==> config.mk <==
export PLATFORM = sky130hd
export DESIGN_NAME = sif_stage_flags
export DESIGN_NICKNAME = d
export VERILOG_FILES = /design/src/rtl/sif_pkg.sv /design/src/rtl/sif_stage_flags.sv
export VERILOG_INCLUDE_DIRS = /design/src /design/src/rtl
export SDC_FILE = /design/constraint.sdc
export NUM_CORES = 1
export LEC_CHECK = 0
export BUFFER_PORTS_ARGS = -buffer_cell sky130_fd_sc_hd__buf_4
export CAP_MARGIN = 10
export CORE_UTILIZATION = 36
export CTS_CLUSTER_SIZE = 14
export DETAILED_ROUTE_END_ITERATION = 10
export HOLD_SLACK_MARGIN = 0.06
export SLEW_MARGIN = 20
export SYNTH_ARGS = -nofsm -noshare
export SYNTH_HDL_FRONTEND = slang
export SYNTH_SLANG_ARGS = --single-unit
==> constraint.sdc <==
create_clock -name CORE_CLK_IN -period 2.3 [get_ports CORE_CLK_IN]
set_input_delay 0.46 -clock CORE_CLK_IN [delete_from_list [all_inputs] [get_ports CORE_CLK_IN]]
set_output_delay 0.46 -clock CORE_CLK_IN [all_outputs]
set_load 0.01 [all_outputs]
==> src/rtl/sif_regs.svh <==
// Purpose: offsets, field positions and reset values of the stage flag words
// Assumes: 16-bit register words, word addressing
// Notes: definitions only
`ifndef SIF_REGS_SVH
`define SIF_REGS_SVH
`define SIF_ADDR_W 10
`define SIF_DONE_EN_OFS 10'h007
`define SIF_LOW_FLAGS_OFS 10'h008
`define SIF_HIGH_FLAGS_OFS 10'h009
`define SIF_DONE_FLAGS_OFS 10'h00a
`define SIF_STAGES 12
`define SIF_GPIO_BIT 12
`define SIF_FLAGS_RST 16'h0000
`define SIF_EN_RST 13'h0000
`endif

==> src/rtl/sif_pkg.sv <==
// Purpose: shared types of the stage flag block
// Assumes: twelve stages plus the general-purpose pin
// Notes: constants live in sif_regs.svh
`default_nettype none
package sif_pkg;
	typedef logic [15:0] sif_word_type;
	typedef logic [11:0] sif_stage_type;
endpackage : sif_pkg
`default_nettype wire

==> src/rtl/sif_stage_flags.sv <==
// Purpose: read-clear stage limit/done flags, pin change flag, interrupt output
// Assumes: serial port decoded elsewhere; read strobe is one cycle per word read
// Notes: read data is registered, flags clear on the cycle after the read strobe
`include "sif_regs.svh"
`default_nettype none
// Function
// - twelve low-limit flags in word 0x008 bits 0..11, set on low threshold pass.
// - twelve high-limit flags in word 0x009 bits 0..11, set on high threshold pass.
// - twelve completion flags in word 0x00a bits 0..11, set per finished conversion.
// - bit 12 of completion word sets when the general-purpose pin level changes.
// - reading a word clears its flags, except limits still exceeded and events set in the read cycle.
// - completion enable bit per stage gates completion onto active-low interrupt.
// - enable bit 12 gates pin level change onto the interrupt.
module sif_stage_flags (
	input wire logic CORE_CLK_IN,
	input wire logic RST_N_IN,
	input wire logic [`SIF_ADDR_W-1:0] REG_ADDR_IN,
	input wire logic REG_RD_IN,
	input wire logic REG_WR_IN,
	input wire logic [15:0] REG_WDATA_IN,
	output logic [15:0] REG_RDATA_OUT,
	input wire logic [11:0] STAGE_LOW_EXCEED_IN,
	input wire logic [11:0] STAGE_HIGH_EXCEED_IN,
	input wire logic [11:0] STAGE_DONE_IN,
	input wire logic GPIO_PIN_IN,
	output logic INT_N_OUT
);
	// flag words
	sif_pkg::sif_stage_type low_r;
	sif_pkg::sif_stage_type high_r;
	sif_pkg::sif_stage_type done_r;
	sif_pkg::sif_stage_type low_nxt;
	sif_pkg::sif_stage_type high_nxt;
	sif_pkg::sif_stage_type done_nxt;
	logic gpio_flag_r;
	logic gpio_flag_nxt;
	logic [12:0] done_en_r;
	sif_pkg::sif_word_type rdata_r;
	sif_pkg::sif_word_type rdata_nxt;
	// pin synchroniser and last agreed level
	logic gpio_s1_r;
	logic gpio_s2_r;
	logic gpio_s3_r;
	logic gpio_lvl_r;
	logic gpio_prev_seen_r;
	logic int_n_r;

	// one compare per word keeps read and write decode in step
	function automatic logic hit_word(input logic [`SIF_ADDR_W-1:0] addr,
		input logic [`SIF_ADDR_W-1:0] ofs);
		hit_word = (addr == ofs);
	endfunction : hit_word

	// clear on read, keep what is still asserted; the set term wins over the clear
	function automatic sif_pkg::sif_stage_type next_flags(input sif_pkg::sif_stage_type cur,
		input logic clr,
		input sif_pkg::sif_stage_type keep,
		input sif_pkg::sif_stage_type set);
		next_flags = (clr ? keep : cur) | set;
	endfunction : next_flags

	wire rd_low = REG_RD_IN && hit_word(REG_ADDR_IN, `SIF_LOW_FLAGS_OFS);
	wire rd_high = REG_RD_IN && hit_word(REG_ADDR_IN, `SIF_HIGH_FLAGS_OFS);
	wire rd_done = REG_RD_IN && hit_word(REG_ADDR_IN, `SIF_DONE_FLAGS_OFS);
	wire rd_en = REG_RD_IN && hit_word(REG_ADDR_IN, `SIF_DONE_EN_OFS);
	wire wr_en = REG_WR_IN && hit_word(REG_ADDR_IN, `SIF_DONE_EN_OFS);
	// a change counts once the second and third stages agree, glitches are filtered
	wire gpio_agree = (gpio_s2_r == gpio_s3_r);
	// no change before the first agreement after reset, so no false edge
	wire gpio_change = gpio_agree && gpio_prev_seen_r && (gpio_s3_r != gpio_lvl_r);
	// set wins over clear; limits still exceeded survive the read
	assign low_nxt = next_flags(low_r, rd_low, STAGE_LOW_EXCEED_IN,
		STAGE_LOW_EXCEED_IN);
	assign high_nxt = next_flags(high_r, rd_high, STAGE_HIGH_EXCEED_IN,
		STAGE_HIGH_EXCEED_IN);
	assign done_nxt = next_flags(done_r, rd_done, 12'h000, STAGE_DONE_IN);
	assign gpio_flag_nxt = (rd_done ? 1'b0 : gpio_flag_r) | gpio_change;
	// limit flags do not reach the interrupt here, only completion and pin sources
	wire irq_any = (|(done_nxt & done_en_r[11:0])) ||
		(gpio_flag_nxt && done_en_r[`SIF_GPIO_BIT]);
	// upper bits read as zero
	assign rdata_nxt = rd_low ? {4'h0, low_r} :
		rd_high ? {4'h0, high_r} :
		rd_done ? {3'h0, gpio_flag_r, done_r} :
		rd_en ? {3'h0, done_en_r} : 16'h0000;
	always_ff @(posedge CORE_CLK_IN) begin
		if (!RST_N_IN) begin
			low_r <= 12'h000;
			high_r <= 12'h000;
			done_r <= 12'h000;
			gpio_flag_r <= 1'b0;
			done_en_r <= `SIF_EN_RST;
			rdata_r <= `SIF_FLAGS_RST;
			int_n_r <= 1'b1;
			gpio_prev_seen_r <= 1'b0;
			gpio_lvl_r <= 1'b0;
		end else begin
			low_r <= low_nxt;
			high_r <= high_nxt;
			done_r <= done_nxt;
			gpio_flag_r <= gpio_flag_nxt;
			rdata_r <= rdata_nxt;
			if (wr_en) begin
				done_en_r <= REG_WDATA_IN[12:0];
			end
			int_n_r <= !irq_any;
			if (gpio_agree) begin
				gpio_lvl_r <= gpio_s3_r;
				gpio_prev_seen_r <= 1'b1;
			end
		end
	end
	always_ff @(posedge CORE_CLK_IN) begin
		gpio_s1_r <= GPIO_PIN_IN;
		gpio_s2_r <= gpio_s1_r;
		gpio_s3_r <= gpio_s2_r;
	end
	assign REG_RDATA_OUT = rdata_r;
	assign INT_N_OUT = int_n_r;


	// setting
	AST_DONE_SETS: assert property (
		@(posedge CORE_CLK_IN) disable iff (!RST_N_IN)
		STAGE_DONE_IN[0] |=> done_r[0])
		else $error("done flag not set");
	AST_LOW_SETS: assert property (
		@(posedge CORE_CLK_IN) disable iff (!RST_N_IN)
		STAGE_LOW_EXCEED_IN[5] |=> low_r[5])
		else $error("low flag not set");
	AST_HIGH_SETS: assert property (
		@(posedge CORE_CLK_IN) disable iff (!RST_N_IN)
		STAGE_HIGH_EXCEED_IN[11] |=> high_r[11])
		else $error("high flag not set");
	AST_GPIO_FLAG: assert property (
		@(posedge CORE_CLK_IN) disable iff (!RST_N_IN)
		gpio_change |=> gpio_flag_r)
		else $error("pin change lost");
	AST_GPIO_QUIET: assert property (
		@(posedge CORE_CLK_IN) disable iff (!RST_N_IN)
		!gpio_prev_seen_r |=> !gpio_flag_r)
		else $error("pin flag set before first agreement");

	// clearing on read
	AST_DONE_CLEAR: assert property (
		@(posedge CORE_CLK_IN) disable iff (!RST_N_IN)
		rd_done && !STAGE_DONE_IN[3] |=> !done_r[3])
		else $error("done not cleared");
	AST_LOW_CLEAR: assert property (
		@(posedge CORE_CLK_IN) disable iff (!RST_N_IN)
		rd_low && !STAGE_LOW_EXCEED_IN[0] |=> !low_r[0])
		else $error("low not cleared");
	AST_HIGH_CLEAR: assert property (
		@(posedge CORE_CLK_IN) disable iff (!RST_N_IN)
		rd_high && !STAGE_HIGH_EXCEED_IN[6] |=> !high_r[6])
		else $error("high not cleared");
	AST_GPIO_CLEAR: assert property (
		@(posedge CORE_CLK_IN) disable iff (!RST_N_IN)
		rd_done && !gpio_change |=> !gpio_flag_r)
		else $error("pin flag not cleared");
	AST_LOW_HOLD: assert property (
		@(posedge CORE_CLK_IN) disable iff (!RST_N_IN)
		rd_low && STAGE_LOW_EXCEED_IN[2] |=> low_r[2])
		else $error("low lost on read");
	AST_HIGH_HOLD: assert property (
		@(posedge CORE_CLK_IN) disable iff (!RST_N_IN)
		rd_high && STAGE_HIGH_EXCEED_IN[4] |=> high_r[4])
		else $error("high lost on read");
	AST_DONE_HOLD: assert property (
		@(posedge CORE_CLK_IN) disable iff (!RST_N_IN)
		rd_done && STAGE_DONE_IN[1] |=> done_r[1])
		else $error("done event lost on read");

	// read data
	AST_UPPER_ZERO: assert property (
		@(posedge CORE_CLK_IN) disable iff (!RST_N_IN)
		$past(rd_low) |-> REG_RDATA_OUT[15:12] == 4'h0)
		else $error("upper bits set");
	AST_UPPER_ZERO_DONE: assert property (
		@(posedge CORE_CLK_IN) disable iff (!RST_N_IN)
		rd_done |=> REG_RDATA_OUT[15:13] == 3'h0)
		else $error("upper completion bits set");
	AST_READ_LOW_DATA: assert property (
		@(posedge CORE_CLK_IN) disable iff (!RST_N_IN)
		rd_low |=> REG_RDATA_OUT[11:0] == $past(low_r))
		else $error("low word read wrong");
	AST_READ_HIGH_DATA: assert property (
		@(posedge CORE_CLK_IN) disable iff (!RST_N_IN)
		rd_high |=> REG_RDATA_OUT[11:0] == $past(high_r))
		else $error("high word read wrong");
	AST_READ_DONE_DATA: assert property (
		@(posedge CORE_CLK_IN) disable iff (!RST_N_IN)
		rd_done |=> REG_RDATA_OUT[11:0] == $past(done_r))
		else $error("completion word read wrong");
	AST_RDATA_IDLE: assert property (
		@(posedge CORE_CLK_IN) disable iff (!RST_N_IN)
		!REG_RD_IN |=> REG_RDATA_OUT == 16'h0000)
		else $error("read data without a read");

	// interrupt output
	AST_INT_DONE: assert property (
		@(posedge CORE_CLK_IN) disable iff (!RST_N_IN)
		STAGE_DONE_IN[1] && done_en_r[1] |=> !INT_N_OUT)
		else $error("no interrupt");
	AST_INT_PIN: assert property (
		@(posedge CORE_CLK_IN) disable iff (!RST_N_IN)
		gpio_change && done_en_r[12] |=> !INT_N_OUT)
		else $error("no interrupt on pin change");
	AST_INT_OFF: assert property (
		@(posedge CORE_CLK_IN) disable iff (!RST_N_IN)
		done_en_r == 13'h0000 |=> INT_N_OUT)
		else $error("interrupt while disabled");
endmodule : sif_stage_flags
`default_nettype wire

======== Word-level counts from Yosys, hierarchy flattened ========
Index checks and enable logic that the tools add are counted.
storage, ports and cells
  output and inout bits ................... 17
  flip-flop bits (word level) ............. 72
  input bits .............................. 67
cells by class
  muxes and demuxes ....................... 8
  equality and inequality tests ........... 6
  bitwise logic cells ..................... 6
  reduce and logical (&&, ||, !) cells .... 13
operators by type and width
  operator             number
  $mux 12              5
  $or 12x12->12        3
  $eq 10x4->1 const B  3
  $mux 13              2
  $and 12x12->12       1
  $reduce_or 12->1     1
  $eq 10x3->1 const B  1
  $logic_and 1x1->1    8
  $reduce_or 4->1      1
  $reduce_or 3->1      1
  $eq 1x1->1           1
  $logic_not 1->1      1
  $logic_or 1x1->1     1
  $mux 1               1
  $ne 1x1->1           1
  $not 1->1            1
  $or 1x1->1           1

======== Depth between registers and ports, before layout ========
Gate-level depths: netlist (run 1).
  depth in word-level cells ............... 8
  depth in mapped cells ................... 6

======== Worst setup path after synthesis (run 1) ========
Ideal clock, no wire load.
  path type ............................... input to register
  from .................................... input REG_ADDR_IN[5]
  to ...................................... register int_n_r (netlist: INT_N_OUT)
  data arrival time ....................... 1691 ps
  cell stages on the path ................. 6
  library setup time ...................... 96 ps
  slack ................................... 514 ps
  buffers on the path ..................... 1
  required time ........................... 2204 ps
  cells stage by stage .................... nor4_1 -> buf_4 -> nand3_4 -> a21oi_1 -> o221ai_1 -> o41ai_2
between the ends
  longest elaborated chain between the ends .. 8
  elaborated cells on any way between the ends .. 11
  classes of those cells .................. eq/ne: 1; mux: 2; bitwise: 3; reduce/logical: 5
RTL lines
  element               line                    source
  start, declared       sif_stage_flags.sv:17   input wire logic [`SIF_ADDR_W-1:0] REG_ADDR_IN,
  $eq 10x4->1 *         sif_stage_flags.sv:51   hit_word = (addr == ofs);
  $logic_and 1x1->1 *   sif_stage_flags.sv:64   wire rd_done = REG_RD_IN && hit_word(REG_ADDR_IN, `SIF_DONE_FLAGS_OFS);
  $mux 12               sif_stage_flags.sv:59   next_flags = (clr ? keep : cur) | set;
  $or 12x12->12         sif_stage_flags.sv:59
  $and 12x12->12        sif_stage_flags.sv:79   wire irq_any = (|(done_nxt & done_en_r[11:0])) ||
  $reduce_or 12->1      sif_stage_flags.sv:79
  $logic_or 1x1->1 *    sif_stage_flags.sv:79
  $logic_not 1->1 *     sif_stage_flags.sv:106  int_n_r <= !irq_any;
  end signal, assigned  sif_stage_flags.sv:106
  end, declared         sif_stage_flags.sv:46   logic int_n_r;
Every way passes the cells marked *; elsewhere a longest branch is shown, timed or not.
A chain may end at the register's enable or synchronous reset.

======== Worst setup path in the final report (run 1) ========
  from .................................... input REG_ADDR_IN[0]
  to ...................................... register int_n_r (netlist: INT_N_OUT)
The elaborated chain is that of the path after synthesis.

==> impl_metrics.toml, run 1 <==
[outcome]
status = "completed"

[run]
drv_cap = 0

[timing]
timing.final.ws_setup_ns = 0.424
fmax_mhz = 533
worstMarginPinSlew_ns = 0.549
min_period_ns = 1.88
rsz0062_at_grt = "no"
finalHoldViolCount = 0
final.setup.tns_ns = 0
period_share_pct = 81.6
relSlewSlack_pct = 63.3
clock-skew-final_ns = 0.00725
finalSetupViolations = 0
final_max_slew_viol_count = 0

[synthesis]
synth_top_area_share_pct = 50.3
synthTopCellsByCount = "dfxtp_1, nor2b_1, a21oi_1, o21ai_0, mux2i_1"
syn_inst = 286
netlist_area_um2 = 2750
avgSynthCellArea_um2 = 9.61
synth_seq_area_share_pct = 50.3
ys_types = 37
ys_ff_latch = 69
yosysMostFrequentCell = "dfxtp_1"
synthTopCellsByArea = "dfxtp_1, nor2b_1, a21oi_1, mux2i_1, a222oi_1"
synth-edff-count = 0
async_flop_share_pct = 0
ys_warn_count = 0
yosysTopAreaCell = "dfxtp_1"
synthFlopType = "dfxtp_1"

[floorplan]
core-area_um2 = 7330
rows = 31
die_h_um = 89.4
dieArea_um2 = 7990
start_util_pct = 37.5
die_w_um = 89.4
ios = 84

[critical_path]
critPathRequiredTime_ns = 2.54
critPathArrivalTime_ns = 2.11
worst_setup_path_start_kind = "input port"
worst-path-max-fanout = 16
r2r.worst_path.cells = 5
worstSetupPathType = "in -> reg"
cp-end-kind = "register"

[clock_tree]
worstSkewPairLatency_ns = 0.34
cts_buffers = 9
cts.sinks = 69
clk_path_buf_depth = 2
cts_tree = "built"
cts_setup_buffers = 0
cts_resized = 0
clk_pin_slew_ns = 0.07
htree_levels = 3
holdBufCountCts = 0
root_buffer = "clkbuf_8"

[global_route]
antenna_found_initial = 0
overflow = 0
track_usage_pct = 17.3
grt_pass1_wl_um = 10100
grt_pass1_vias = 2112
grt_max_degree = 67

[place]
io_buffers = 77
dpl.hpwl_um = 4630
place_ws_ns = 0.0573
globalplace.congestion = 0.766

[drt]
drc_errors = 0
wl_um = 6390
via_per_inst = 4.87
avgRoutedWirePerCell_um = 13.7
ant_nets = 0
initialDrtViolationCount = 156
first_pass_iters = 7
vias = 2263

[pwr]
power.leakage_nw = 1.55
peakVddDrop_mv = 0.290
pwr_density_cell_nw_per_um2 = 681

[layout]
drive_above_1_share_pct = 27.6
area_growth_pct = 30.9
antennaDiodeCount = 0
final_net_count = 428

[worst_hold_path]
hp-class = "in -> reg"
whs_path_depth = 1
-- worst max-delay path: stages --
cell and delay, ns:
buf_4 0.17, nor4bb_1 0.34, buf_4 0.24, nand3_4 0.13
a21oi_1 0.22, o221ai_1 0.18, o41ai_2 0.37
-- flip-flops by register name, indices dropped and copies added (netlist names) --
register	count
high_r	12
gpio_lvl_r	1
gpio_flag_r	1
gpio_s2_r	1
gpio_s3_r	1
REG_RDATA_OUT	13
gpio_prev_seen_r	1
low_r	12
done_en_r	13
INT_N_OUT	1
done_r	12
gpio_s1_r	1
-- kinds of logic after synthesis --
group / after synthesis / synth area share (%)
DFF: 69 / 50.3
AOI/OAI and AO/OA: 83 / 19.5
buffers and inverters: 32 / 5.19
xor gates and xnor gates: 1 / 0.319
muxes: 13 / 4.74
and+or+nand+nor: 87 / 19.9
other: 1 / 0.136
-- metal layers --
| layer | GRT usage, % | part of all wire [%] |
|---|---|---|
| met5 | 0 | 0 |
| met1 | 20.9 | 43 |
| met2 | 28.6 | 50 |
| met3 | 4.06 | 5.6 |
| met4 | 9.09 | 1.3 |
-- area by class of cell --
cell class                      instances  area (um2)
Inverter                               12        45.0
Sequential cell                        69        1380
Fill cell                             737        3730
Tap cell                               99         124
Clock buffer                           12         145
Clock inverter                          4        47.5
Multi-Input combinational cell        187        1240
Timing Repair Buffer                   82         616
-- where the power goes --
group          total, mW  switching [mW]  internal (mW)
Sequential          1.27          0.0272           1.25
Combinational      0.207          0.0819          0.125
Clock              0.967           0.439          0.528
Total               2.45           0.548           1.90
-- final timing paths --
| kind | start | endpoint | slack, ns |
|---|---|---|---|
| max | REG_ADDR_IN[0] | INT_N_OUT$_SDFF_PN1_ | 0.42 |
| min | GPIO_PIN_IN | gpio_s1_r$_DFF_P_ | 0.22 |
| max reg2reg | gpio_s3_r$_DFF_P_ | INT_N_OUT$_SDFF_PN1_ | 0.98 |
| min reg2reg | gpio_s1_r$_DFF_P_ | gpio_s2_r$_DFF_P_ | 0.33 |
-- through the flow --
step	utilization (%)	total power, mW	instance area, um2	hold WS (ns)	instances
after detailed placement	46.4	1.51	3400	0.320	449
after CTS	49.1	2.47	3600	0.207	465
after floorplan	-	1.40	2760	0.310	288
final	49.1	2.45	3600	0.221	465
after global routing	49.1	2.56	3600	0.197	465
after global placement	46.4	1.50	3400	0.313	449
-- cell usage in the layout, fill, tap and decap left out, types with 12 or more instances in the layout --
cell type / instances
nor2_1: 12
nand2b_1: 12
nor2b_1: 42
buf_4: 82
dfxtp_1: 69
inv_1: 12
mux2i_1: 13
a21oi_1: 30
a222oi_1: 12
o21ai_0: 19
Power figures use the tool's default switching activity.
==> inputs of run 2 (changes only) <==
Clock period 2.3 ns to 1.7 ns, I/O delays scaled along.
==> run 2 against run 1 <==
  * Sequential share of layout area fell by 2.4 points
  * Core utilization increased by 3.3 points
  * Largest cell class unchanged
  * Highest routed layer unchanged
  * Critical path type unchanged
  * Worst setup slack worse by 0.32 ns
  * Largest power group unchanged
==> impl_metrics.toml, run 2 (synthesis gave the netlist of run 1 again) <==
[outcome]
status = "completed"

[drt]
avgRoutedWirePerCell_um = 13.5
initialDrtViolationCount = 151
vias = 2299
via_per_inst = 4.77
drc_errors = 0
ant_nets = 0
first_pass_iters = 6
wl_um = 6530

[critical_path]
reg2reg_to = "INT_N_OUT$_SDFF_PN1_"
r2r_slack_ns = 0.41
crit_top_cell = "buf_4"
cpMaxStageDelayCell = "o41ai_2"
critPathArrivalTime_ns = 1.84
crit_path_cell_trace = "buf_4 > nor4bb_2 > buf_4 > nand3_4 > a21oi_1 > o221ai_1 > o41ai_2"
r2r-start = "gpio_s3_r$_DFF_P_"
worstSetupPathType = "in -> reg"
cp.buffers_inverters = 2
worst_setup_path_start_kind = "input port"
cp-end-kind = "register"
r2r.worst_path.cells = 5
worst-path-max-fanout = 8
path_delay_family = "compound AO/OA/AOI/OAI gates"
cpPeakStageDelay_ns = 0.34
critPathRequiredTime_ns = 1.95

[clock_tree]
clk_pin_slew_ns = 0.08
root_buffer = "clkbuf_8"
clk_path_buf_depth = 2
htree_levels = 3
cts.sinks = 69
cts_tree = "built"
cts_buffers = 9
cts_setup_buffers = 0
worstSkewPairLatency_ns = 0.35

[place]
io_buffers = 77
globalplace.congestion = 0.765
dpl.hpwl_um = 4710
place_ws_ns = -0.281
post_dp_cell_area_um2 = 3580

[floorplan]
start_util_pct = 37.5
core-area_um2 = 7330
die_w_um = 89.4
ios = 84
rows = 31
die_h_um = 89.4
dieArea_um2 = 7990

[worst_hold_path]
min_from = "GPIO_PIN_IN"
hp-class = "in -> reg"
whs_endpoint = "gpio_s1_r$_DFF_P_"
whs_path_depth = 1

[pwr]
pwr_density_cell_nw_per_um2 = 958
power.leakage_nw = 1.68
peakVddDrop_mv = 0.397

[global_route]
overflow = 0
track_usage_pct = 17.9
grt_max_degree = 67
grt_pass1_wl_um = 10300
grt_pass1_vias = 2131
antenna_found_initial = 0

[timing]
fmax_mhz = 626
timing.final.ws_setup_ns = 0.103
worstMarginPinSlew_ns = 0.524
final.setup.tns_ns = 0
finalSetupViolations = 0
final_max_slew_viol_count = 0
clock-skew-final_ns = 0.0111
min_period_ns = 1.60
relSlewSlack_pct = 65.0
rsz0062_at_grt = "no"
finalHoldViolCount = 0
period_share_pct = 93.9

[layout]
final_area_um2 = 3830
fill_cells = 716
drive_above_1_share_pct = 31.6
antennaDiodeCount = 0
ff_latch_area_um2 = 1380
final_net_count = 445
multi_input_area_um2 = 1240
final_common_cell = "buf_4"
mostFrequentLayoutCells = "buf_4, dfxtp_1, nor2b_1, a21oi_1, o21ai_0"
area_growth_pct = 39.6
post-route-util_pct = 52.3

[run]
drv_cap = 0
-- run 2: cell types whose count changed in the layout (fill, tap and decap cells not counted), sizes merged --
| cell | previous run | this run |
|---|---|---|
| buf | 82 | 99 |
| bufinv | 1 | 3 |
| clkbuf | 12 | 10 |
| clkinv | 2 | 1 |
| clkinvlp | 1 | 2 |
-- run 2: final cells by class --
class                      instances  area share, %
inverter                          12           1.17
clock buffer                      10           3.59
tap                               99           3.23
sequential                        69           36.0
timing repair buffer              99           20.7
multi-input combinational        187           32.4
clock inverter                     6           2.87
-- run 2: per-stage QoR --
stage / cells / power (mW) / hold WS (ns)
2_1_floorplan: 288 / 1.89 / 0.310
4_1_cts: 482 / 3.70 / 0.0795
3_3_place_gp: 466 / 2.06 / 0.312
3_5_place_dp: 466 / 2.07 / 0.312
6_report: 482 / 3.67 / 0.0879
5_1_grt: 482 / 3.83 / 0.0727
-- run 2: how the worst max path moves through the flow --
stage,from,end,slack (ns),cells after the start
final,REG_ADDR_IN[0],INT_N_OUT$_SDFF_PN1_,0.10,7
after global routing,REG_ADDR_IN[0],INT_N_OUT$_SDFF_PN1_,0.008,7
after global placement,REG_ADDR_IN[0],INT_N_OUT$_SDFF_PN1_,-0.25,7
after detailed placement,REG_ADDR_IN[0],INT_N_OUT$_SDFF_PN1_,-0.28,7
after CTS,REG_ADDR_IN[0],INT_N_OUT$_SDFF_PN1_,0.07,7
after floorplan,REG_ADDR_IN[5],INT_N_OUT$_SDFF_PN1_,0.03,6
-- run 2: metal layers --
metal	up-vias	wire, um	track usage [%]
met5	-	0	0
met2	55	3170	30.0
met3	9	306	5.26
met4	0	90	6.93
met1	1052	2960	21.6
li1	1183	-	-
-- run 2: power breakdown --
group	total [mW]	internal, mW	switching (mW)
sequential	1.72	1.69	0.0378
clock	1.64	1.01	0.631
combinational	0.307	0.192	0.115
-- run 2: what timing repair did --
action,4_1_cts,5_1_grt
setup endpoints to repair,0,1
gates resized for setup,0,1
hold buffers,0,0
==> inputs of run 3 (changes only) <==
Settings changed: CORE_UTILIZATION 36 to 46, PLACE_DENSITY set to 0.76.
==> run 3 against run 2 <==
  * Core utilization grew 13 points
  * Worst setup slack better by 0.034 ns
  * Combinational power hardly changed
  * Critical path type unchanged
  * Largest cell class unchanged
  * Highest routed layer unchanged
==> impl_metrics.toml, run 3 (synthesis gave the netlist of run 1 again) <==
[critical_path]
cp-end-kind = "register"
cpMaxStageDelayCell = "o41ai_2"
worst-path-max-fanout = 8
crit_top_cell = "buf_4"
critPathArrivalTime_ns = 1.81
worstSetupPathType = "in -> reg"
critPathRequiredTime_ns = 1.95
cpPeakStageDelay_ns = 0.31
crit_path_cell_trace = "buf_4 > nor4_2 > buf_4 > nand3_4 > a21oi_1 > o221ai_1 > o41ai_2"
worst_setup_path_start_kind = "input port"

[clock_tree]
holdBufCountCts = 0
htree_levels = 3
worstSkewPairLatency_ns = 0.33
clk_path_buf_depth = 2
cts_tree = "built"
root_buffer = "clkbuf_8"
clk_pin_slew_ns = 0.07
cts_buffers = 9
cts.sinks = 69

[floorplan]
core-area_um2 = 5640
rows = 27
ios = 84
dieArea_um2 = 6290
start_util_pct = 48.7
die_h_um = 79.3
die_w_um = 79.3

[global_route]
grt_pass1_wl_um = 10300
antenna_found_initial = 0
track_usage_pct = 21.9
overflow = 0
grt_max_degree = 67
grt_pass1_vias = 2219

[layout]
final_net_count = 447
drive_above_1_share_pct = 31.3
area_growth_pct = 35.1
final_area_um2 = 3710
mostFrequentLayoutCells = "buf_4, dfxtp_1, nor2b_1, a21oi_1, o21ai_0"
antennaDiodeCount = 0
final_common_cell = "buf_4"
instances_no_fill = 455

[drt]
first_pass_iters = 7
avgRoutedWirePerCell_um = 14.1
drc_errors = 0
ant_nets = 0
via_per_inst = 5.20
vias = 2367
wl_um = 6430
initialDrtViolationCount = 231

[timing]
relSlewSlack_pct = 64.1
timing.final.ws_setup_ns = 0.137
fmax_mhz = 640
worstMarginPinSlew_ns = 0.538
clock-skew-final_ns = 0.00637
finalHoldViolCount = 0
final_max_slew_viol_count = 0
rsz0062_at_grt = "no"
period_share_pct = 91.9
final.setup.tns_ns = 0
fin_hold_ws_ns = 0.104
finalSetupViolations = 0
min_period_ns = 1.56

[place]
dpl.hpwl_um = 4680
io_buffers = 77
placedCellCount = 441
post_dp_cell_area_um2 = 3550
globalplace.congestion = 0.794
place_ws_ns = -0.219

[pwr]
peakVddDrop_mv = 0.507
power.leakage_nw = 1.64
pwr_density_cell_nw_per_um2 = 836

[run]
drv_cap = 0

[outcome]
status = "completed"

[worst_hold_path]
hp-class = "in -> reg"
run 3: metrics by stage:
stage          utilization (%)  power (mW)
6_report                  65.8        3.10
2_1_floorplan                -        1.89
3_5_place_dp              62.9        2.07
5_1_grt                   65.8        3.25
4_1_cts                   65.5        3.11
3_3_place_gp              62.9        2.06
run 3: final timing paths:
kind | start | end | slack (ns) | depth (start not counted)
worst max-delay path | REG_ADDR_IN[5] | INT_N_OUT$_SDFF_PN1_ | 0.14 | 7
worst min-delay path | GPIO_PIN_IN | gpio_s1_r$_DFF_P_ | 0.10 | 1
worst max register to register | gpio_s3_r$_DFF_P_ | INT_N_OUT$_SDFF_PN1_ | 0.47 | 5
worst min register to register | gpio_s1_r$_DFF_P_ | gpio_s2_r$_DFF_P_ | 0.33 | 0
run 3: area by class of cell:
cell class | count | area [um2]
Multi-Input combinational cell | 187 | 1250
Timing Repair Buffer | 101 | 796
Clock buffer | 12 | 135
Tap cell | 72 | 90.1
Fill cell | 462 | 1930
Clock inverter | 2 | 12.5
Inverter | 12 | 45.0
Sequential cell | 69 | 1380
run 3: critical path: cells and delay by family:
family,cells,cell delay (ns)
AOI/OAI and AO/OA,3,0.70
and+or+nand+nor,2,0.44
buffers and inverters,2,0.33
run 3: where the power goes:
group	switching (mW)	leakage [nW]	internal, mW
combinational	0.118	0.999	0.191
sequential	0.0390	0.570	1.69
clock	0.554	0.0723	0.512
total	0.711	1.64	2.39
run 3: layer usage:
metal | GRT usage [%] | up-vias | wire (um)
met2 | 37.0 | 70 | 3220
met4 | 8.36 | 0 | 82
met1 | 26.6 | 1101 | 2760
met3 | 5.40 | 9 | 362
met5 | 0 | - | 0
li1 | - | 1187 | -
run 3: repair_timing:
item,4_1_cts,5_1_grt
setup endpoints to repair,0,1
setup buffers,0,0
resized for setup,0,3
endpoints found under the hold margin,0,0
